==> src/rtl/dctc_pkg.sv <==
// Functional notes
// Common control bit 7 selects transmit or demodulation
// Bit 6: pin36 timer output, or demod input select
// Transmit bits 5:4 combine: AND, OR, NOR, NAND
// Demod bits 5:4 pick falling, rising, both edges
// Word timer edge policy: every edge or first only
// Word timeout flag set at terminal count, write-1-clear
// Clock-select field sets word timer input frequency
// Word capture request gated by capture mask
// Word timeout request gated by counter mask
// Select bit routes port data or word timer to pin35
// Byte capture request in demod, gated by mask
// Byte timeout request gated by counter mask
// Select bit routes port data or byte timer to pin34
// Byte demod: negative edge to high capture, reload all ones
// Combine/edge field kept across stop-mode recovery
// Each request is event AND its mask
`default_nettype none
package dctc_pkg;
	// Register indexes; byte address is four times the index
	localparam logic [3:0] IDX_BYTE_CTRL   = 4'h0;
	localparam logic [3:0] IDX_COMMON_CTRL = 4'h1;
	localparam logic [3:0] IDX_WORD_CTRL   = 4'h2;
	localparam logic [3:0] IDX_BYTE_CAP_LO = 4'h3;
	localparam logic [3:0] IDX_BYTE_CAP_HI = 4'h4;
	localparam logic [3:0] IDX_WORD_CAP_LO = 4'h5;
	localparam logic [3:0] IDX_WORD_CAP_HI = 4'h6;
	localparam logic [3:0] IDX_BYTE_RELOAD = 4'h7;
	localparam logic [3:0] IDX_WORD_REL_LO = 4'h8;
	localparam logic [3:0] IDX_WORD_REL_HI = 4'h9;
	// Common control field positions
	localparam int COM_MODE_BIT   = 7;
	localparam int COM_SEL_BIT    = 6;
	localparam int COM_FUNC_LSB   = 4;
	// Byte control field positions
	localparam int BC_ENABLE_BIT  = 7;
	localparam int BC_TIMEOUT_BIT = 5;
	localparam int BC_CAPMASK_BIT = 2;
	localparam int BC_CNTMASK_BIT = 1;
	localparam int BC_PINSEL_BIT  = 0;
	// Word control field positions
	localparam int WC_ENABLE_BIT  = 7;
	localparam int WC_POLICY_BIT  = 6;
	localparam int WC_TIMEOUT_BIT = 5;
	localparam int WC_CLKSEL_LSB  = 3;
	localparam int WC_CAPMASK_BIT = 2;
	localparam int WC_CNTMASK_BIT = 1;
	localparam int WC_PINSEL_BIT  = 0;
	// Reset values
	localparam logic [7:0]  COMMON_RESET = 8'h00;
	localparam logic [7:0]  BYTE_CTRL_RESET = 8'h00;
	localparam logic [7:0]  WORD_CTRL_RESET = 8'h00;
	localparam logic [7:0]  BYTE_RELOAD_RESET = 8'hFF;
	localparam logic [15:0] WORD_RELOAD_RESET = 16'hFFFF;
	localparam logic [7:0]  BYTE_DEMOD_LOAD = 8'hFF;
	localparam logic [15:0] WORD_DEMOD_LOAD = 16'hFFFF;
	// Output combine codes, transmit mode
	typedef enum logic [1:0] {
		DCTC_COMB_AND  = 2'b00,
		DCTC_COMB_OR   = 2'b01,
		DCTC_COMB_NOR  = 2'b10,
		DCTC_COMB_NAND = 2'b11
	} dctc_comb_t;
	// Edge codes, demodulation mode
	typedef enum logic [1:0] {
		DCTC_EDGE_FALL = 2'b00,
		DCTC_EDGE_RISE = 2'b01,
		DCTC_EDGE_BOTH = 2'b10,
		DCTC_EDGE_RSVD = 2'b11
	} dctc_edge_t;
endpackage
`default_nettype wire

==> src/rtl/dctc_top.sv <==
// The Wishbone register port was chosen for this implementation.
`timescale 1ns/1ps
`default_nettype none
// Byte and word counter/timer control with Wishbone register access
module dctc_top
	import dctc_pkg::*;
#(
	parameter int DIV_W = 3  // Width of word timer prescaler
) (
	// Clock and reset
	input  wire logic        clk,
	input  wire logic        rst_b,
	// Wishbone classic slave
	input  wire logic        wb_cyc_i,
	input  wire logic        wb_stb_i,
	input  wire logic        wb_we_i,
	input  wire logic [31:0] wb_adr_i,
	input  wire logic [31:0] wb_dat_i,
	input  wire logic [3:0]  wb_sel_i,
	output logic [31:0]      wb_dat_o,
	output logic             wb_ack_o,
	// Stop-mode recovery pulse
	input  wire logic        stopRecover,
	// Pins and port data
	input  wire logic        pin31_input,
	input  wire logic        pin20_input,
	input  wire logic        portData34,
	input  wire logic        portData35,
	input  wire logic        portData36,
	output logic             pin34Out,
	output logic             pin35Out,
	output logic             pin36Out,
	// Interrupt requests
	output logic             byteCaptureIrq,
	output logic             byteTimeoutIrq,
	output logic             wordCaptureIrq,
	output logic             wordTimeoutIrq
);
	////////////////////////////////////////////////////////////////////////
	// Declarations
	logic [7:0]  timer_common_control_q;  // Shared control
	logic [7:0]  byteCtrl_q;              // Byte timer control
	logic [7:0]  wordCtrl_q;              // Word timer control
	logic [7:0]  byte_capture_low_q;      // Byte capture, rising edge
	logic [7:0]  byte_capture_high_q;     // Byte capture, falling edge
	logic [7:0]  word_capture_low_q;      // Word capture, low byte
	logic [7:0]  word_capture_high_q;     // Word capture, high byte
	logic [7:0]  byteReload_q;            // Byte transmit reload
	logic [15:0] wordReload_q;            // Word transmit reload
	logic [7:0]  byteCount_q;             // Byte counter
	logic [15:0] wordCount_q;             // Word counter
	logic        byteOut_q;               // Byte timer output
	logic        wordOut_q;               // Word timer output
	logic        wordFirstDone_q;         // First edge taken
	logic [DIV_W-1:0] div_q;              // Prescaler
	logic        demodPrev_q;             // Previous demod level
	logic        ack_q;                   // Bus acknowledge
	logic [7:0]  rdData_q;                // Read data
	logic        pin34_q;                 // Pin 34 register
	logic        pin35_q;                 // Pin 35 register
	logic        pin36_q;                 // Pin 36 register
	logic        pin31Level;              // Synchronised pin 31
	logic        pin20Level;              // Synchronised pin 20

	////////////////////////////////////////////////////////////////////////
	// Pin synchronisers
	dctc_sync u_sync31 (
		.clk   (clk),
		.rst_b (rst_b),
		.pinIn (pin31_input),
		.level (pin31Level)
	);
	dctc_sync u_sync20 (
		.clk   (clk),
		.rst_b (rst_b),
		.pinIn (pin20_input),
		.level (pin20Level)
	);

	////////////////////////////////////////////////////////////////////////
	// Bus decode
	wire       busReq   = wb_cyc_i & wb_stb_i;
	wire [3:0] regIdx   = wb_adr_i[5:2];
	wire       inRange  = (wb_adr_i[31:6] == 26'h0) & (wb_adr_i[1:0] == 2'b00);
	wire       wrStrobe = busReq & ack_q & wb_we_i & wb_sel_i[0] & inRange;
	wire [7:0] wrByte   = wb_dat_i[7:0];
	wire       wrCommon = wrStrobe & (regIdx == IDX_COMMON_CTRL);
	wire       wrByteC  = wrStrobe & (regIdx == IDX_BYTE_CTRL);
	wire       wrWordC  = wrStrobe & (regIdx == IDX_WORD_CTRL);
	wire       wrByteR  = wrStrobe & (regIdx == IDX_BYTE_RELOAD);
	wire       wrWordL  = wrStrobe & (regIdx == IDX_WORD_REL_LO);
	wire       wrWordH  = wrStrobe & (regIdx == IDX_WORD_REL_HI);

	////////////////////////////////////////////////////////////////////////
	// Control field taps
	wire       demodMode  = timer_common_control_q[COM_MODE_BIT];
	wire       selBit     = timer_common_control_q[COM_SEL_BIT];
	wire [1:0] funcField  = timer_common_control_q[COM_FUNC_LSB +: 2];
	wire       byteEn     = byteCtrl_q[BC_ENABLE_BIT];
	wire       wordEn     = wordCtrl_q[WC_ENABLE_BIT];
	wire       wordPolicy = wordCtrl_q[WC_POLICY_BIT];
	wire [1:0] clkSel     = wordCtrl_q[WC_CLKSEL_LSB +: 2];

	////////////////////////////////////////////////////////////////////////
	// Demodulator input and edge detect
	wire demodIn  = selBit ? pin20Level : pin31Level;
	wire riseSeen = demodIn & ~demodPrev_q;
	wire fallSeen = ~demodIn & demodPrev_q;
	logic edgeHit;  // Selected edge detected
	// Edge choice by field code
	always_comb begin
		unique case (dctc_edge_t'(funcField))
			DCTC_EDGE_FALL: edgeHit = fallSeen;
			DCTC_EDGE_RISE: edgeHit = riseSeen;
			DCTC_EDGE_BOTH: edgeHit = riseSeen | fallSeen;
			DCTC_EDGE_RSVD: edgeHit = 1'b0;
		endcase
	end
	wire demodEdge = demodMode & edgeHit;

	////////////////////////////////////////////////////////////////////////
	// Word timer prescaler
	// Low prescaler bits that must be zero: divide by 1, 2, 4 or 8
	wire [DIV_W-1:0] divMask  = DIV_W'((4'h1 << clkSel) - 4'h1);
	wire             wordTick = ((div_q & divMask) == DIV_W'(0));

	////////////////////////////////////////////////////////////////////////
	// Timer events
	wire byteTimeout = byteEn & (byteCount_q == 8'h00);
	wire byteCapture = byteEn & demodEdge;
	wire wordTimeout = wordEn & wordTick & (wordCount_q == 16'h0000);
	wire wordTaken   = wordEn & demodEdge & (~wordPolicy | ~wordFirstDone_q);
	wire wordCapture = wordTaken;

	////////////////////////////////////////////////////////////////////////
	// Requests: event AND mask
	assign byteCaptureIrq = byteCapture & byteCtrl_q[BC_CAPMASK_BIT];
	assign byteTimeoutIrq = byteTimeout & byteCtrl_q[BC_CNTMASK_BIT];
	assign wordCaptureIrq = wordCapture & wordCtrl_q[WC_CAPMASK_BIT];
	assign wordTimeoutIrq = wordTimeout & wordCtrl_q[WC_CNTMASK_BIT];

	////////////////////////////////////////////////////////////////////////
	// Output combining
	logic combined;  // Combined timer output
	// Logic function by field code
	always_comb begin
		unique case (dctc_comb_t'(funcField))
			DCTC_COMB_AND:  combined = byteOut_q & wordOut_q;
			DCTC_COMB_OR:   combined = byteOut_q | wordOut_q;
			DCTC_COMB_NOR:  combined = ~(byteOut_q | wordOut_q);
			DCTC_COMB_NAND: combined = ~(byteOut_q & wordOut_q);
		endcase
	end
	wire pin36Next = (~demodMode & selBit) ? combined : portData36;
	wire pin34Next = byteCtrl_q[BC_PINSEL_BIT] ? byteOut_q : portData34;
	wire pin35Next = wordCtrl_q[WC_PINSEL_BIT] ? wordOut_q : portData35;

	////////////////////////////////////////////////////////////////////////
	// Flag next values; a set wins over a same-cycle clear
	wire byteFlagD = byteTimeout |
		(byteCtrl_q[BC_TIMEOUT_BIT] & ~(wrByteC & wrByte[BC_TIMEOUT_BIT]));
	wire wordFlagD = wordTimeout |
		(wordCtrl_q[WC_TIMEOUT_BIT] & ~(wrWordC & wrByte[WC_TIMEOUT_BIT]));

	////////////////////////////////////////////////////////////////////////
	// Read mux
	logic [7:0] rdMux;  // Selected register
	// Unmapped indexes read zero
	always_comb begin
		rdMux = 8'h00;
		if (inRange) begin
			case (regIdx)
				IDX_BYTE_CTRL:   rdMux = byteCtrl_q;
				IDX_COMMON_CTRL: rdMux = timer_common_control_q;
				IDX_WORD_CTRL:   rdMux = wordCtrl_q;
				IDX_BYTE_CAP_LO: rdMux = byte_capture_low_q;
				IDX_BYTE_CAP_HI: rdMux = byte_capture_high_q;
				IDX_WORD_CAP_LO: rdMux = word_capture_low_q;
				IDX_WORD_CAP_HI: rdMux = word_capture_high_q;
				IDX_BYTE_RELOAD: rdMux = byteReload_q;
				IDX_WORD_REL_LO: rdMux = wordReload_q[7:0];
				IDX_WORD_REL_HI: rdMux = wordReload_q[15:8];
				default:         rdMux = 8'h00;
			endcase
		end
	end

	////////////////////////////////////////////////////////////////////////
	// Bus handshake: one-wait-state ack, dropped after one cycle
	always_ff @(posedge clk or negedge rst_b) begin
		if (!rst_b) begin
			ack_q    <= 1'b0;
			rdData_q <= 8'h00;
		end else begin
			ack_q    <= busReq & ~ack_q;
			rdData_q <= rdMux;
		end
	end
	assign wb_ack_o = ack_q;
	assign wb_dat_o = {24'h000000, rdData_q};

	////////////////////////////////////////////////////////////////////////
	// Common control register
	always_ff @(posedge clk or negedge rst_b) begin
		if (!rst_b) begin
			timer_common_control_q <= COMMON_RESET;
		end else if (wrCommon) begin
			timer_common_control_q <= {wrByte[7:4], 4'h0};
		end else if (stopRecover) begin
			// Mode and select return to default, combine/edge field kept
			timer_common_control_q <= {COMMON_RESET[7:6], funcField, 4'h0};
		end
	end

	////////////////////////////////////////////////////////////////////////
	// Timer control registers
	always_ff @(posedge clk or negedge rst_b) begin
		if (!rst_b) begin
			byteCtrl_q <= BYTE_CTRL_RESET;
			wordCtrl_q <= WORD_CTRL_RESET;
		end else begin
			byteCtrl_q[BC_TIMEOUT_BIT] <= byteFlagD;
			wordCtrl_q[WC_TIMEOUT_BIT] <= wordFlagD;
			if (wrByteC) begin
				byteCtrl_q[7:6] <= wrByte[7:6];
				byteCtrl_q[4:0] <= wrByte[4:0];
			end
			if (wrWordC) begin
				wordCtrl_q[7:6] <= wrByte[7:6];
				wordCtrl_q[4:0] <= wrByte[4:0];
			end
		end
	end

	////////////////////////////////////////////////////////////////////////
	// Reload registers
	always_ff @(posedge clk or negedge rst_b) begin
		if (!rst_b) begin
			byteReload_q <= BYTE_RELOAD_RESET;
			wordReload_q <= WORD_RELOAD_RESET;
		end else begin
			if (wrByteR) byteReload_q <= wrByte;
			if (wrWordL) wordReload_q[7:0] <= wrByte;
			if (wrWordH) wordReload_q[15:8] <= wrByte;
		end
	end

	////////////////////////////////////////////////////////////////////////
	// Byte timer: count, capture and reload
	always_ff @(posedge clk or negedge rst_b) begin
		if (!rst_b) begin
			byteCount_q         <= BYTE_RELOAD_RESET;
			byteOut_q           <= 1'b0;
			byte_capture_low_q  <= 8'h00;
			byte_capture_high_q <= 8'h00;
		end else if (!byteEn) begin
			byteCount_q <= demodMode ? BYTE_DEMOD_LOAD : byteReload_q;
		end else if (byteCapture) begin
			if (fallSeen) begin
				byte_capture_high_q <= byteCount_q;
			end else begin
				byte_capture_low_q <= byteCount_q;
			end
			byteCount_q <= BYTE_DEMOD_LOAD;
		end else if (byteTimeout) begin
			byteCount_q <= demodMode ? BYTE_DEMOD_LOAD : byteReload_q;
			byteOut_q   <= ~byteOut_q;
		end else begin
			byteCount_q <= byteCount_q - 8'h01;
		end
	end

	////////////////////////////////////////////////////////////////////////
	// Word timer: prescaled count, capture and reload
	always_ff @(posedge clk or negedge rst_b) begin
		if (!rst_b) begin
			div_q               <= DIV_W'(0);
			wordCount_q         <= WORD_RELOAD_RESET;
			wordOut_q           <= 1'b0;
			wordFirstDone_q     <= 1'b0;
			word_capture_low_q  <= 8'h00;
			word_capture_high_q <= 8'h00;
		end else if (!wordEn) begin
			div_q           <= DIV_W'(0);
			wordFirstDone_q <= 1'b0;
			wordCount_q     <= demodMode ? WORD_DEMOD_LOAD : wordReload_q;
		end else begin
			div_q <= div_q + DIV_W'(1);
			if (wordTaken) begin
				word_capture_low_q  <= wordCount_q[7:0];
				word_capture_high_q <= wordCount_q[15:8];
				wordCount_q         <= WORD_DEMOD_LOAD;
				wordFirstDone_q     <= 1'b1;
			end else if (wordTimeout) begin
				wordCount_q <= demodMode ? WORD_DEMOD_LOAD : wordReload_q;
				wordOut_q   <= ~wordOut_q;
			end else if (wordTick) begin
				wordCount_q <= wordCount_q - 16'h0001;
			end
		end
	end

	////////////////////////////////////////////////////////////////////////
	// Edge history and registered pins
	always_ff @(posedge clk or negedge rst_b) begin
		if (!rst_b) begin
			demodPrev_q <= 1'b0;
			pin34_q     <= 1'b0;
			pin35_q     <= 1'b0;
			pin36_q     <= 1'b0;
		end else begin
			demodPrev_q <= demodIn;
			pin34_q     <= pin34Next;
			pin35_q     <= pin35Next;
			pin36_q     <= pin36Next;
		end
	end
	assign pin34Out = pin34_q;
	assign pin35Out = pin35_q;
	assign pin36Out = pin36_q;
endmodule
`default_nettype wire

==> src/rtl/dctc_sync.sv <==
`timescale 1ns/1ps
`default_nettype none
// Three-flop pin synchroniser; output moves once stages two and three agree
module dctc_sync (
	// Clock and reset
	input  wire logic clk,
	input  wire logic rst_b,
	// Pin and filtered level
	input  wire logic pinIn,
	output logic      level
);
	logic stage1_q;  // Metastable stage, read only by stage2
	logic stage2_q;  // Second stage
	logic stage3_q;  // Third stage
	logic level_q;   // Accepted level

	// Shift chain and agreement filter
	always_ff @(posedge clk or negedge rst_b) begin
		if (!rst_b) begin
			stage1_q <= 1'b0;
			stage2_q <= 1'b0;
			stage3_q <= 1'b0;
			level_q  <= 1'b0;
		end else begin
			stage1_q <= pinIn;
			stage2_q <= stage1_q;
			stage3_q <= stage2_q;
			if (stage2_q == stage3_q) begin
				level_q <= stage3_q;
			end
		end
	end

	assign level = level_q;
endmodule
`default_nettype wire

==> config.mk <==
export PLATFORM = sky130hd
export DESIGN_NAME = dctc_top
export DESIGN_NICKNAME = d
export VERILOG_FILES = /design/src/rtl/dctc_pkg.sv /design/src/rtl/dctc_top.sv /design/src/rtl/dctc_sync.sv
export SDC_FILE = /design/constraint.sdc
export NUM_CORES = 1
export LEC_CHECK = 0
export ABC_AREA = 1
export BUFFER_PORTS_ARGS = -buffer_cell sky130_fd_sc_hd__buf_4
export CORE_MARGIN = 2
export CORE_UTILIZATION = 50
export CTS_CLUSTER_DIAMETER = 30
export CTS_CLUSTER_SIZE = 16
export DETAILED_ROUTE_END_ITERATION = 8
export GPL_ROUTABILITY_DRIVEN = 0
export PLACE_DENSITY_LB_ADDON = 0.3
export SYNTH_ARGS = -nofsm -noshare
export SYNTH_HDL_FRONTEND = slang
export SYNTH_SLANG_ARGS = --single-unit
export TNS_END_PERCENT = 10
==> constraint.sdc <==
create_clock -name clk -period 3.6 [get_ports clk]
set_input_delay 0.18 -clock clk [delete_from_list [all_inputs] [get_ports clk]]
set_output_delay 0.18 -clock clk [all_outputs]
set_load 0.02 [all_outputs]
==> metrics.csv, run 1 <==
metric;value;unit
Final nets;1117;
Die Y;124;um
# hold bufs at CTS;7;
Yosys cell types;39;
CTS Sinks;127;
Syn Area/Cell;7.48;sq um
max-slew violations;0;
worst path cell trace;inv_1 -> or2_2 -> o21ai_0 -> ha_1 -> o21ai_1 -> nand4_4 -> nor2_1 -> buf_4;
Most used DFF post-synth;dfrtp_1;
VDD IR max;0.000318;V
# rows;43;
worst min path class;in2reg;
P_leak;4.44;nW
Resized cells post-CTS;0;
Root Driver;clkbuf_16;
global route overflow;0;
# setup viols final;0;
Clk Latency, worst-skew pair;430;ps
n_diodes;0;
final setup skew;7.93;ps
power share of the clock group;0.502;
Max-slew headroom;0.550;
wire per inst;15.2;um
drt total wl;18.6;mm
number of buffers added on ports;67;
HPWL Detailed;13.7;mm
synthesized cell area;7160;sq um
yosys warns;0;
ANT nets after route;0;
Worst Path Arrival;2540;ps
CP peak stage delay;420;ps
die width;124;um
deepest clock path buffer count;2;
Final min period;2720;ps
initial antenna violation count;0;
DRT Pass-1 Iters;5;
core box area;13900;sq um
Vias;6255;
global-route wire length before repair;30.3;mm
Seq/Total Area, Yosys;0.452;
CTS tree;yes;
synth-to-layout area growth;16.0;%
number of setup buffers added after CTS;0;
H-tree Lvls;4;
commonest non-fill, non-tap cells in the layout;nand2_1 (354), inv_1 (105), nor2_1 (90);
Post-Syn Instances;957;
CP required;3420;ps
PwrDens;389;nW/um^2
Vias/cell;5.11;
ranking of synthesized cells by area;dfrtp_1 (28%), nand2_1 (19%), dfstp_2 (18%);
Die ar.;15300;sq um
total CTS buffers;17;
status;complete, no violations;
Tot GR Track Use;0.265;
worst hold start;stopRecover;
RR Startpoint;timer_common_control_q[6];
# IOs;119;
Max FO, Critical Path;5;
Worst-Margin Slew;672;ps
leading area contributor after synthesis;dfrtp_1;
critical path type;reg2out;
number of flops mapped to enable cells by yosys;0;
Comb power frac;0.051;
Final Cycle Share;0.756;
CP Capture Type;output port;
Remaining DRCs;0;
Total Neg Setup Slack;0;ps
Place WS;1120;ps
worst setup margin;877;ps
Yosys top cell area share;0.276;
CP Launch Type;flip-flop;
Synth Register Bits;127;
initial core utilization;0.514;
ratio of cells with drive above 1 in the final layout;0.195;
RSZ-0062 raised after global routing;no;
Initial DRC Count;689;
final hold violation count;0;
max cap viols;0;
Slowest-stage cell, CP;dfrtp_1;
Max Freq;0.367;GHz
register share of total power;0.447;
Cell Int Power;2.43;mW
switching share of total power;0.249;
Psw;805;uW
largest net degree at the start of global routing;49;
asr flop ratio synth;1.00;
Crit. Startpoint;timer_common_control_q[6];
clock transition at the registers of the reported paths;60;ps
most common cell after layout, fill and taps aside;nand2_1;
vias in the first global route;5750;
per-stage QoR:
stage | std cells | hold slack [ps] | utilization | area, sq um | total power, mW
finish | 1225 | 23.5 | 0.596 | 8310 | 3.23
CTS | 1225 | 9.32 | 0.596 | 8310 | 3.25
global placement | 1186 | 188 | 0.551 | 7680 | 1.62
floorplan | 980 | -116 | - | 7250 | 1.55
detailed placement | 1186 | 186 | 0.551 | 7680 | 1.63
global route | 1225 | 35.9 | 0.596 | 8310 | 3.33
Yosys cell counts, types with 6 or more instances:
master,number
nand2_1,354
inv_1,105
nor2_1,90
dfrtp_1,79
nand3_1,50
dfstp_2,48
o21ai_1,44
o21ai_0,31
buf_4,26
o21ai_2,16
a21oi_1,11
inv_2,9
xor2_1,9
buf_6,7
buf_2,6
ha_1,6
nor2_4,6
nor3_1,6
nor3b_1,6
metal layers:
layer / wire length, um / GRT usage
met4: 358 / 0.0930
met5: 0 / 0
met3: 1440 / 0.0701
met2: 8370 / 0.383
met1: 8470 / 0.384
state kept, by name, indices dropped and copies added, names as in the netlist, 3 cells and up:
name and cells:
wordCount_q 16, wordReload_q 16, byteCount_q 8, byteCtrl_q 8
byteReload_q 8, byte_capture_high_q 8, byte_capture_low_q 8, rdData_q 8
wordCtrl_q 8, word_capture_high_q 8, word_capture_low_q 8, timer_common_control_q 4
div_q 3
power by group through the flow:
stage                     combinational [mW]  clock (mW)  sequential (mW)
final                                  0.164        1.62             1.44
after detailed placement               0.159           0             1.47
after floorplan                       0.0826           0             1.47
after global routing                   0.184        1.70             1.44
after CTS                              0.165        1.64             1.44
after global placement                 0.157           0             1.47
critical path, delay by kind of cell (launching register included):
kind | cells | cell delay (ps)
fa+ha+maj | 1 | 290
flops | 1 | 420
buf+inv | 2 | 250
compound gates | 2 | 410
simple gates | 3 | 740
cells by family (layout without fill, tap and decap cells):
logic type                 Yosys count  count (layout)  share of synthesized area
buffers and inverters              160             225                      0.106
other                                1              24                   0.000524
and+or+nand+nor                    540             540                      0.328
DFF                                127             127                      0.452
xor gates and xnor gates            10              10                     0.0122
adders and majority gates            8               8                     0.0133
AOI/OAI and AO/OA                  111             111                     0.0880
cell type report:
class / count / area, sq um
Fill cell: 1300 / 5630
Multi-Input combinational cell: 693 / 3250
Sequential cell: 127 / 3240
Timing Repair Buffer: 78 / 603
Clock buffer: 20 / 457
Inverter: 115 / 432
Tap cell: 180 / 225
Clock inverter: 12 / 98.8
path summary, 6_finish.rpt:
| kind | cells after the start | endpoint | slack [ps] |
|---|---|---|---|
| worst max-delay path | 8 | wordCaptureIrq | 880 |
| worst min-delay path | 4 | timer_common_control_q[7] | 20 |
| worst max register to register | 12 | wordOut_q | 1100 |
| worst min register to register | 0 | u_sync20.stage2_q | 350 |
| max in group asynchronous | 3 | byte_capture_low_q[2] | 2320 |
| min in group asynchronous | 2 | u_sync20.stage2_q | 260 |
Note: power is estimated with default switching activity, not from simulation.
==> inputs of run 2 (changes only) <==
==> constraint.sdc (replaced) <==
create_clock -name clk -period 2.4 [get_ports clk]
set_input_delay 0.12 -clock clk [delete_from_list [all_inputs] [get_ports clk]]
set_output_delay 0.12 -clock clk [all_outputs]
set_load 0.02 [all_outputs]
==> run 2 against run 1 <==
Net effect: register-to-register slack worse by 970 ps; highest routed layer unchanged; via count is 1.3% higher; count of clock-buffer cells in the layout is 1 lower; non-clock buffer count is 16 higher; sequential share of layout area is 1.3 points lower; utilization is 2.0 points higher; global-route usage is 0.40 points higher; total power is 60% higher; flip-flop and latch count stayed put; routed wire length is 0.25% higher; worst setup slack worse by 790 ps.
==> metrics.csv, run 2 (synthesis gave the netlist of run 1 again) <==
metric;value;unit;change
initial core utilization;0.514;;unchanged
r2r endpoint;wordOut_q;;
# setup viols final;0;;unchanged
Worst Path Arrival;2190;ps;-350 ps
Place WS;134;ps;-987 ps
VDD IR max;0.000611;V;+92%
critical path type;reg2out;;
total CTS buffers;17;;unchanged
Fillers;1241;;-4.5%
max-slew violations;0;;unchanged
Clk Latency, worst-skew pair;430;ps;about the same
Multi-input gate area;3290;sq um;+1.1%
worst path cell trace;or2_2 -> o21ai_2 -> ha_2 -> o21ai_4 -> nand3_4 -> nor3b_2 -> buf_4;;
most common cell after layout, fill and taps aside;nand2_1;;
Initial DRC Count;568;;-18%
vias in the first global route;5999;;+4.3%
number of buffers added on ports;67;;unchanged
RR Startpoint;u_sync20.level;;
HPWL Detailed;13.7;mm;+0.39%
Core Util, Final;0.616;;+0.0202
deepest clock path buffer count;2;;unchanged
global route overflow;0;;unchanged
max cap viols;0;;unchanged
initial antenna violation count;0;;unchanged
final hold violation count;0;;unchanged
Remaining DRCs;0;;unchanged
die width;124;um;unchanged
CP peak stage delay;380;ps;-40 ps
Min-Delay Endpoint;wordCtrl_q[5];;
ANT nets after route;0;;unchanged
# IOs;119;;unchanged
status;complete, no violations;;
final setup skew;13.6;ps;+5.71 ps
P_leak;4.58;nW;+3.1%
Final Cycle Share;0.965;;
wire per inst;15.1;um;-1.0%
worst hold start;wb_dat_i[5];;
Root Driver;clkbuf_16;;
Die Y;124;um;unchanged
Max Freq;0.432;GHz;
Max-slew headroom;0.606;;+0.0553
H-tree Lvls;4;;unchanged
n_diodes;0;;unchanged
Final nets;1133;;+1.4%
CP Capture Type;output port;;
global-route wire length before repair;30.7;mm;+1.4%
ratio of cells with drive above 1 in the final layout;0.207;;+0.0121
Sequential Area;3240;sq um;unchanged
reg2reg path depth;13;;+1
Regs by FF count;wordCount_q x16, wordReload_q x16;;
Die ar.;15300;sq um;unchanged
Crit. Startpoint;u_sync20.level;;
hold path depth;4;;unchanged
largest net degree at the start of global routing;73;;+49%
Tot GR Track Use;0.269;;+0.00399
CTS tree;yes;;
PwrDens;603;nW/um^2;+55%
synth-to-layout area growth;19.9;%;
commonest non-fill, non-tap cells in the layout;nand2_1 (354), inv_1 (105), nor2_1 (90);;
worst min path class;in2reg;;
Max FO, Critical Path;5;;unchanged
Vias;6334;;+1.3%
CP Launch Type;flip-flop;;
worst setup margin;85.2;ps;-792 ps
Worst-Margin Slew;589;ps;-83.1 ps
DRT Pass-1 Iters;5;;unchanged
Vias/cell;5.10;;about the same
# rows;43;;unchanged
drt total wl;18.7;mm;+0.25%
Slowest-stage cell, CP;dfrtp_1;;
Final min period;2310;ps;
clock transition at the registers of the reported paths;60;ps;about the same
CP required;2280;ps;-1140 ps
CTS Sinks;127;;unchanged
core box area;13900;sq um;unchanged
reg2reg setup slack;130;ps;-970 ps
## run 2: cell types whose count changed in the layout (fill, tap and decap cells not counted), moves of 2 or more
cell	delta
clkinv_2	+3
bufinv_16	+4
clkinv_4	+2
buf_12	+3
clkinvlp_4	-2
buf_4	+8
inv_6	-5
dlygate4sd3_1	+5
## run 2: how the worst max path moves through the flow
stage / endpoint / slack [ps] / cells past startpoint
2_1_floorplan: byteCaptureIrq / 300 / 7
3_3_place_gp: wordOut_q / 170 / 10
3_5_place_dp: wordOut_q / 130 / 10
4_1_cts: byteCaptureIrq / -30 / 7
5_1_grt: wordCount_q[4] / -8 / 12
6_report: byteCaptureIrq / 90 / 7
## run 2: metal layers
layer,GRT usage,share of wire
met1,0.368,0.45
met2,0.405,0.45
met3,0.0829,0.076
met4,0.0945,0.024
met5,0,0
## run 2: worst max-delay path, delay by kind of cell (launching register included)
| family | cells | cell delay, ps |
|---|---|---|
| buffers and inverters | 1 | 160 |
| adder cells (fa/ha/maj) | 1 | 310 |
| flip-flops | 1 | 380 |
| AO/OA/AOI/OAI | 2 | 270 |
| AND/OR/NAND/NOR | 3 | 640 |
## run 2: report_power, final
part / internal (mW) / switching, mW
Clock: 1.77 / 0.980
Combinational: 0.0938 / 0.166
Sequential: 2.16 / 0.00662
## run 2: layout make-up
class,instances,area share
repair buffers,94,0.0900
well taps,180,0.0262
flip-flops and latches,127,0.377
clock inverters,13,0.0219
clock buffers,19,0.0516
inverters,115,0.0504
multi-input cells,693,0.383
## run 2: timing repair
| action | CTS | global route |
|---|---|---|
| hold endpoints to repair | 33 | 0 |
| endpoints found under the setup margin | 2 | 19 |
| resized for setup | 5 | 4 |
| hold buffers | 12 | 0 |
| pin swaps | 1 | 0 |
| setup buffers | 1 | 0 |
## run 2: stage by stage
step                      area (sq um)  cells  TNS, ps  power [mW]  hold WS, ps
after CTS                         8580   1241    -31.7        5.21         24.4
after detailed placement          7790   1196        0        2.44         51.2
after floorplan                   7250    980        0        2.33         -176
final                             8590   1241        0        5.17         38.0
after global routing              8590   1241    -14.0        5.34         45.7
after global placement            7790   1196        0        2.44         51.8
==> inputs of run 3 (changes only) <==
--- a/config.mk
+++ b/config.mk
@@ -16,5 +16,6 @@
 export PLACE_DENSITY_LB_ADDON = 0.3
 export SYNTH_ARGS = -nofsm -noshare
 export SYNTH_HDL_FRONTEND = slang
+export SYNTH_HIERARCHICAL = 1
 export SYNTH_SLANG_ARGS = --single-unit
 export TNS_END_PERCENT = 10
==> run 3 against run 2 <==
Net effect: final cell count up 1.9%; register-to-register slack worse by 20 ps; hold slack lost 23 ps; non-clock buffer count is 6 higher; combinational power is essentially flat; critical path depth up 1; sequential share of layout area rose by 0.13 points; via count up 2.1%; worst setup slack worse by 50 ps; largest power group unchanged.
==> metrics.csv, run 3 <==
metric;value;unit;change
Crit path buffers/inverters;2;;+1
synthesized cell area;7120;sq um;-0.65%
leading area contributor after synthesis;dfrtp_1;;
ranking of synthesized cells by area;dfrtp_1 (28%), nand2_1 (19%), dfstp_2 (18%);;
n_diodes;0;;unchanged
initial antenna violation count;0;;unchanged
CTS Sinks;127;;unchanged
Slowest-stage cell, CP;dfrtp_1;;
# setup viols final;0;;unchanged
HPWL Detailed;14.1;mm;+2.3%
Final min period;2360;ps;+49.5 ps
H-tree Lvls;4;;unchanged
Yosys cell types;33;;-15%
synth-to-layout area growth;20.3;%;
critical path type;reg2out;;
max cap viols;0;;unchanged
asr flop ratio synth;1.00;;unchanged
global-route wire length before repair;30.8;mm;+0.31%
# IOs;119;;unchanged
total power;4.98;mW;-3.7%
RR Startpoint;timer_common_control_q[6];;
status;complete, no violations;;
ANT nets after route;0;;unchanged
r2r endpoint;byte_capture_low_q[1];;
Fillers;1294;;+4.3%
drt total wl;19.1;mm;+2.4%
total CTS buffers;17;;unchanged
Comb power frac;0.053;;+0.003
critical path endpoint;byteCaptureIrq;;
CP Capture Type;output port;;
Worst Path Arrival;2240;ps;+50 ps
Seq/Total Area, Yosys;0.455;;+0.00294
DRT Pass-1 Iters;7;;+2
Max-slew headroom;0.634;;+0.0285
Max Freq;0.423;GHz;-2.1%
family with the most delay on the worst path;simple AND/OR/NAND/NOR gates;;
most common cell after layout, fill and taps aside;nand2_1;;
Yosys top cell area share;0.278;;+0.00180
Max FO, Critical Path;3;;-2
number of buffers added on ports;67;;unchanged
final hold violation count;0;;unchanged
Crit. Startpoint;timer_common_control_q[6];;
number of flops mapped to enable cells by yosys;0;;unchanged
worst path cell trace;inv_1 -> or2_2 -> o21ai_2 -> ha_2 -> o21ai_4 -> nand3_4 -> nor3b_2 -> buf_4;;
vias in the first global route;5910;;-1.5%
Die Y;123;um;-0.31%
max-slew violations;0;;unchanged
Die ar.;15200;sq um;-0.62%
yosys warns;6;;+6
CTS tree;yes;;
CP required;2280;ps;about the same
Cell Int Power;3.86;mW;-4.0%
Worst-Margin Slew;547;ps;-42.6 ps
power share of the clock group;0.512;;-0.019
dpl cell area;7750;sq um;-0.56%
Synth Register Bits;127;;unchanged
PwrDens;582;nW/um^2;-3.4%
worst min path class;in2reg;;
reg2reg setup slack;110;ps;-20 ps
Final nets;1156;;+2.0%
reg2reg path depth;11;;-2
switching share of total power;0.225;;+0.00246
Psw;1.12;mW;-2.7%
count leader, synth;nand2_1;;
Final Cycle Share;0.985;;+0.0206
commonest non-fill, non-tap cells in the layout;nand2_1 (352), nor2_1 (101), inv_1 (97);;
Vias;6465;;+2.1%
final std cell area, no fill;8560;sq um;-0.35%
Clk Latency, worst-skew pair;420;ps;about the same
CP Launch Type;flip-flop;;
Initial DRC Count;687;;+21%
Regs by FF count;wordCount_q x16, wordReload_q x16;;
most instantiated cells after synthesis;nand2_1 (352), nor2_1 (102), inv_1 (97);;
Post-Syn Instances;975;;+1.9%
global route overflow;0;;unchanged
Syn Area/Cell;7.30;sq um;-2.5%
Critical Path Stages;8;;+1
Core Util, Final;0.616;;about the same
VDD IR max;0.000489;V;-20%
RSZ-0062 raised after global routing;yes;;
Tot GR Track Use;0.268;;-0.000962
clock transition at the registers of the reported paths;60;ps;about the same
Remaining DRCs;0;;unchanged
P_leak;4.50;nW;-1.8%
register share of total power;0.436;;+0.017
Vias/cell;5.11;;+0.21%
Most used DFF post-synth;dfrtp_1;;
ratio of cells with drive above 1 in the final layout;0.191;;-0.0164
die width;123;um;-0.31%
Root Driver;clkbuf_16;;
wire per inst;15.1;um;+0.54%
largest net degree at the start of global routing;50;;-32%
CP peak stage delay;380;ps;about the same
core box area;13900;sq um;-0.39%
final setup skew;7.84;ps;-5.79 ps
# rows;43;;unchanged
initial core utilization;0.513;;-0.00134
deepest clock path buffer count;2;;unchanged
==> run 3: cell count changes after synthesis, sizes merged, moves of 6 or more <==
cell / change
o21ai: +6
inv: -9
a21oi: +13
nor2: +12
clkinv: +10
==> run 3: power by group through the flow <==
| stage | Sequential (mW) | Combinational [mW] | Clock (mW) |
|---|---|---|---|
| after global routing | 2.17 | 0.291 | 2.67 |
| final | 2.17 | 0.262 | 2.55 |
| after global placement | 2.20 | 0.238 | 0 |
| after floorplan | 2.21 | 0.122 | 0 |
| after detailed placement | 2.20 | 0.242 | 0 |
| after CTS | 2.17 | 0.254 | 2.57 |
==> run 3: worst register-to-register path: cells and delay by family, from the launching register on <==
kind / cells / cell delay, ps
AO/OA/AOI/OAI: 3 / 360
flip-flops: 1 / 380
adder cells (fa/ha/maj): 1 / 310
buffers and inverters: 2 / 250
AND/OR/NAND/NOR: 5 / 870
==> run 3: worst min-delay path by stage <==
stage | start | end | slack (ps) | cells past startpoint
after floorplan | rst_b | byteCtrl_q[0] | -180 | 0
after global placement | rst_b | byteOut_q | 90 | 1
after detailed placement | rst_b | pin34Out | 100 | 1
after CTS | wb_stb_i | wb_ack_o | 10 | 3
after global routing | wb_stb_i | wb_ack_o | 30 | 3
final | wb_stb_i | wb_ack_o | 20 | 3
==> run 3: cell families after synthesis <==
kind of cell             after synthesis  synth area share
AND/OR/NAND/NOR                      546             0.329
buffers and inverters                162             0.106
other                                  1          0.000527
flip-flops                           127             0.455
adder cells (fa/ha/maj)                6            0.0106
XOR/XNOR                              10            0.0123
AO/OA/AOI/OAI                        123            0.0867
==> run 3: repair_timing <==
action                                  CTS  global route
hold buffers                             10             0
endpoints found under the hold margin    39             0
endpoints found under the setup margin    2            19
setup buffers                             1             7
gates resized for setup                   6             9
pin swaps                                 1             5
==> run 3: layer usage <==
layer | GRT usage | share of wire | up-vias
met4 | 0.101 | 0.025 | 0
met1 | 0.358 | 0.42 | 2979
met2 | 0.429 | 0.49 | 262
met5 | 0 | 0 | -
met3 | 0.0577 | 0.071 | 39
li1 | - | - | 3185
==> run 3: layout make-up <==
cell class                      count  area [sq um]  share of cell area
Timing Repair Buffer              100           805              0.0940
Multi-Input combinational cell    709          3270               0.382
Sequential cell                   127          3240               0.378
Tap cell                          180           225              0.0263
Inverter                          116           438              0.0512
Clock buffer                       22           474              0.0554
Clock inverter                     10           111              0.0130
==> run 3: metrics by stage <==
stage	setup WS (ps)	hold WS [ps]	TNS, ps	instances
2_1_floorplan	359	-176	0	998
3_3_place_gp	161	93.3	0	1214
3_5_place_dp	144	100	0	1214
4_1_cts	-3.80	12.2	-3.80	1257
5_1_grt	-27.1	32.6	-42.5	1264
6_report	35.6	15.4	0	1264
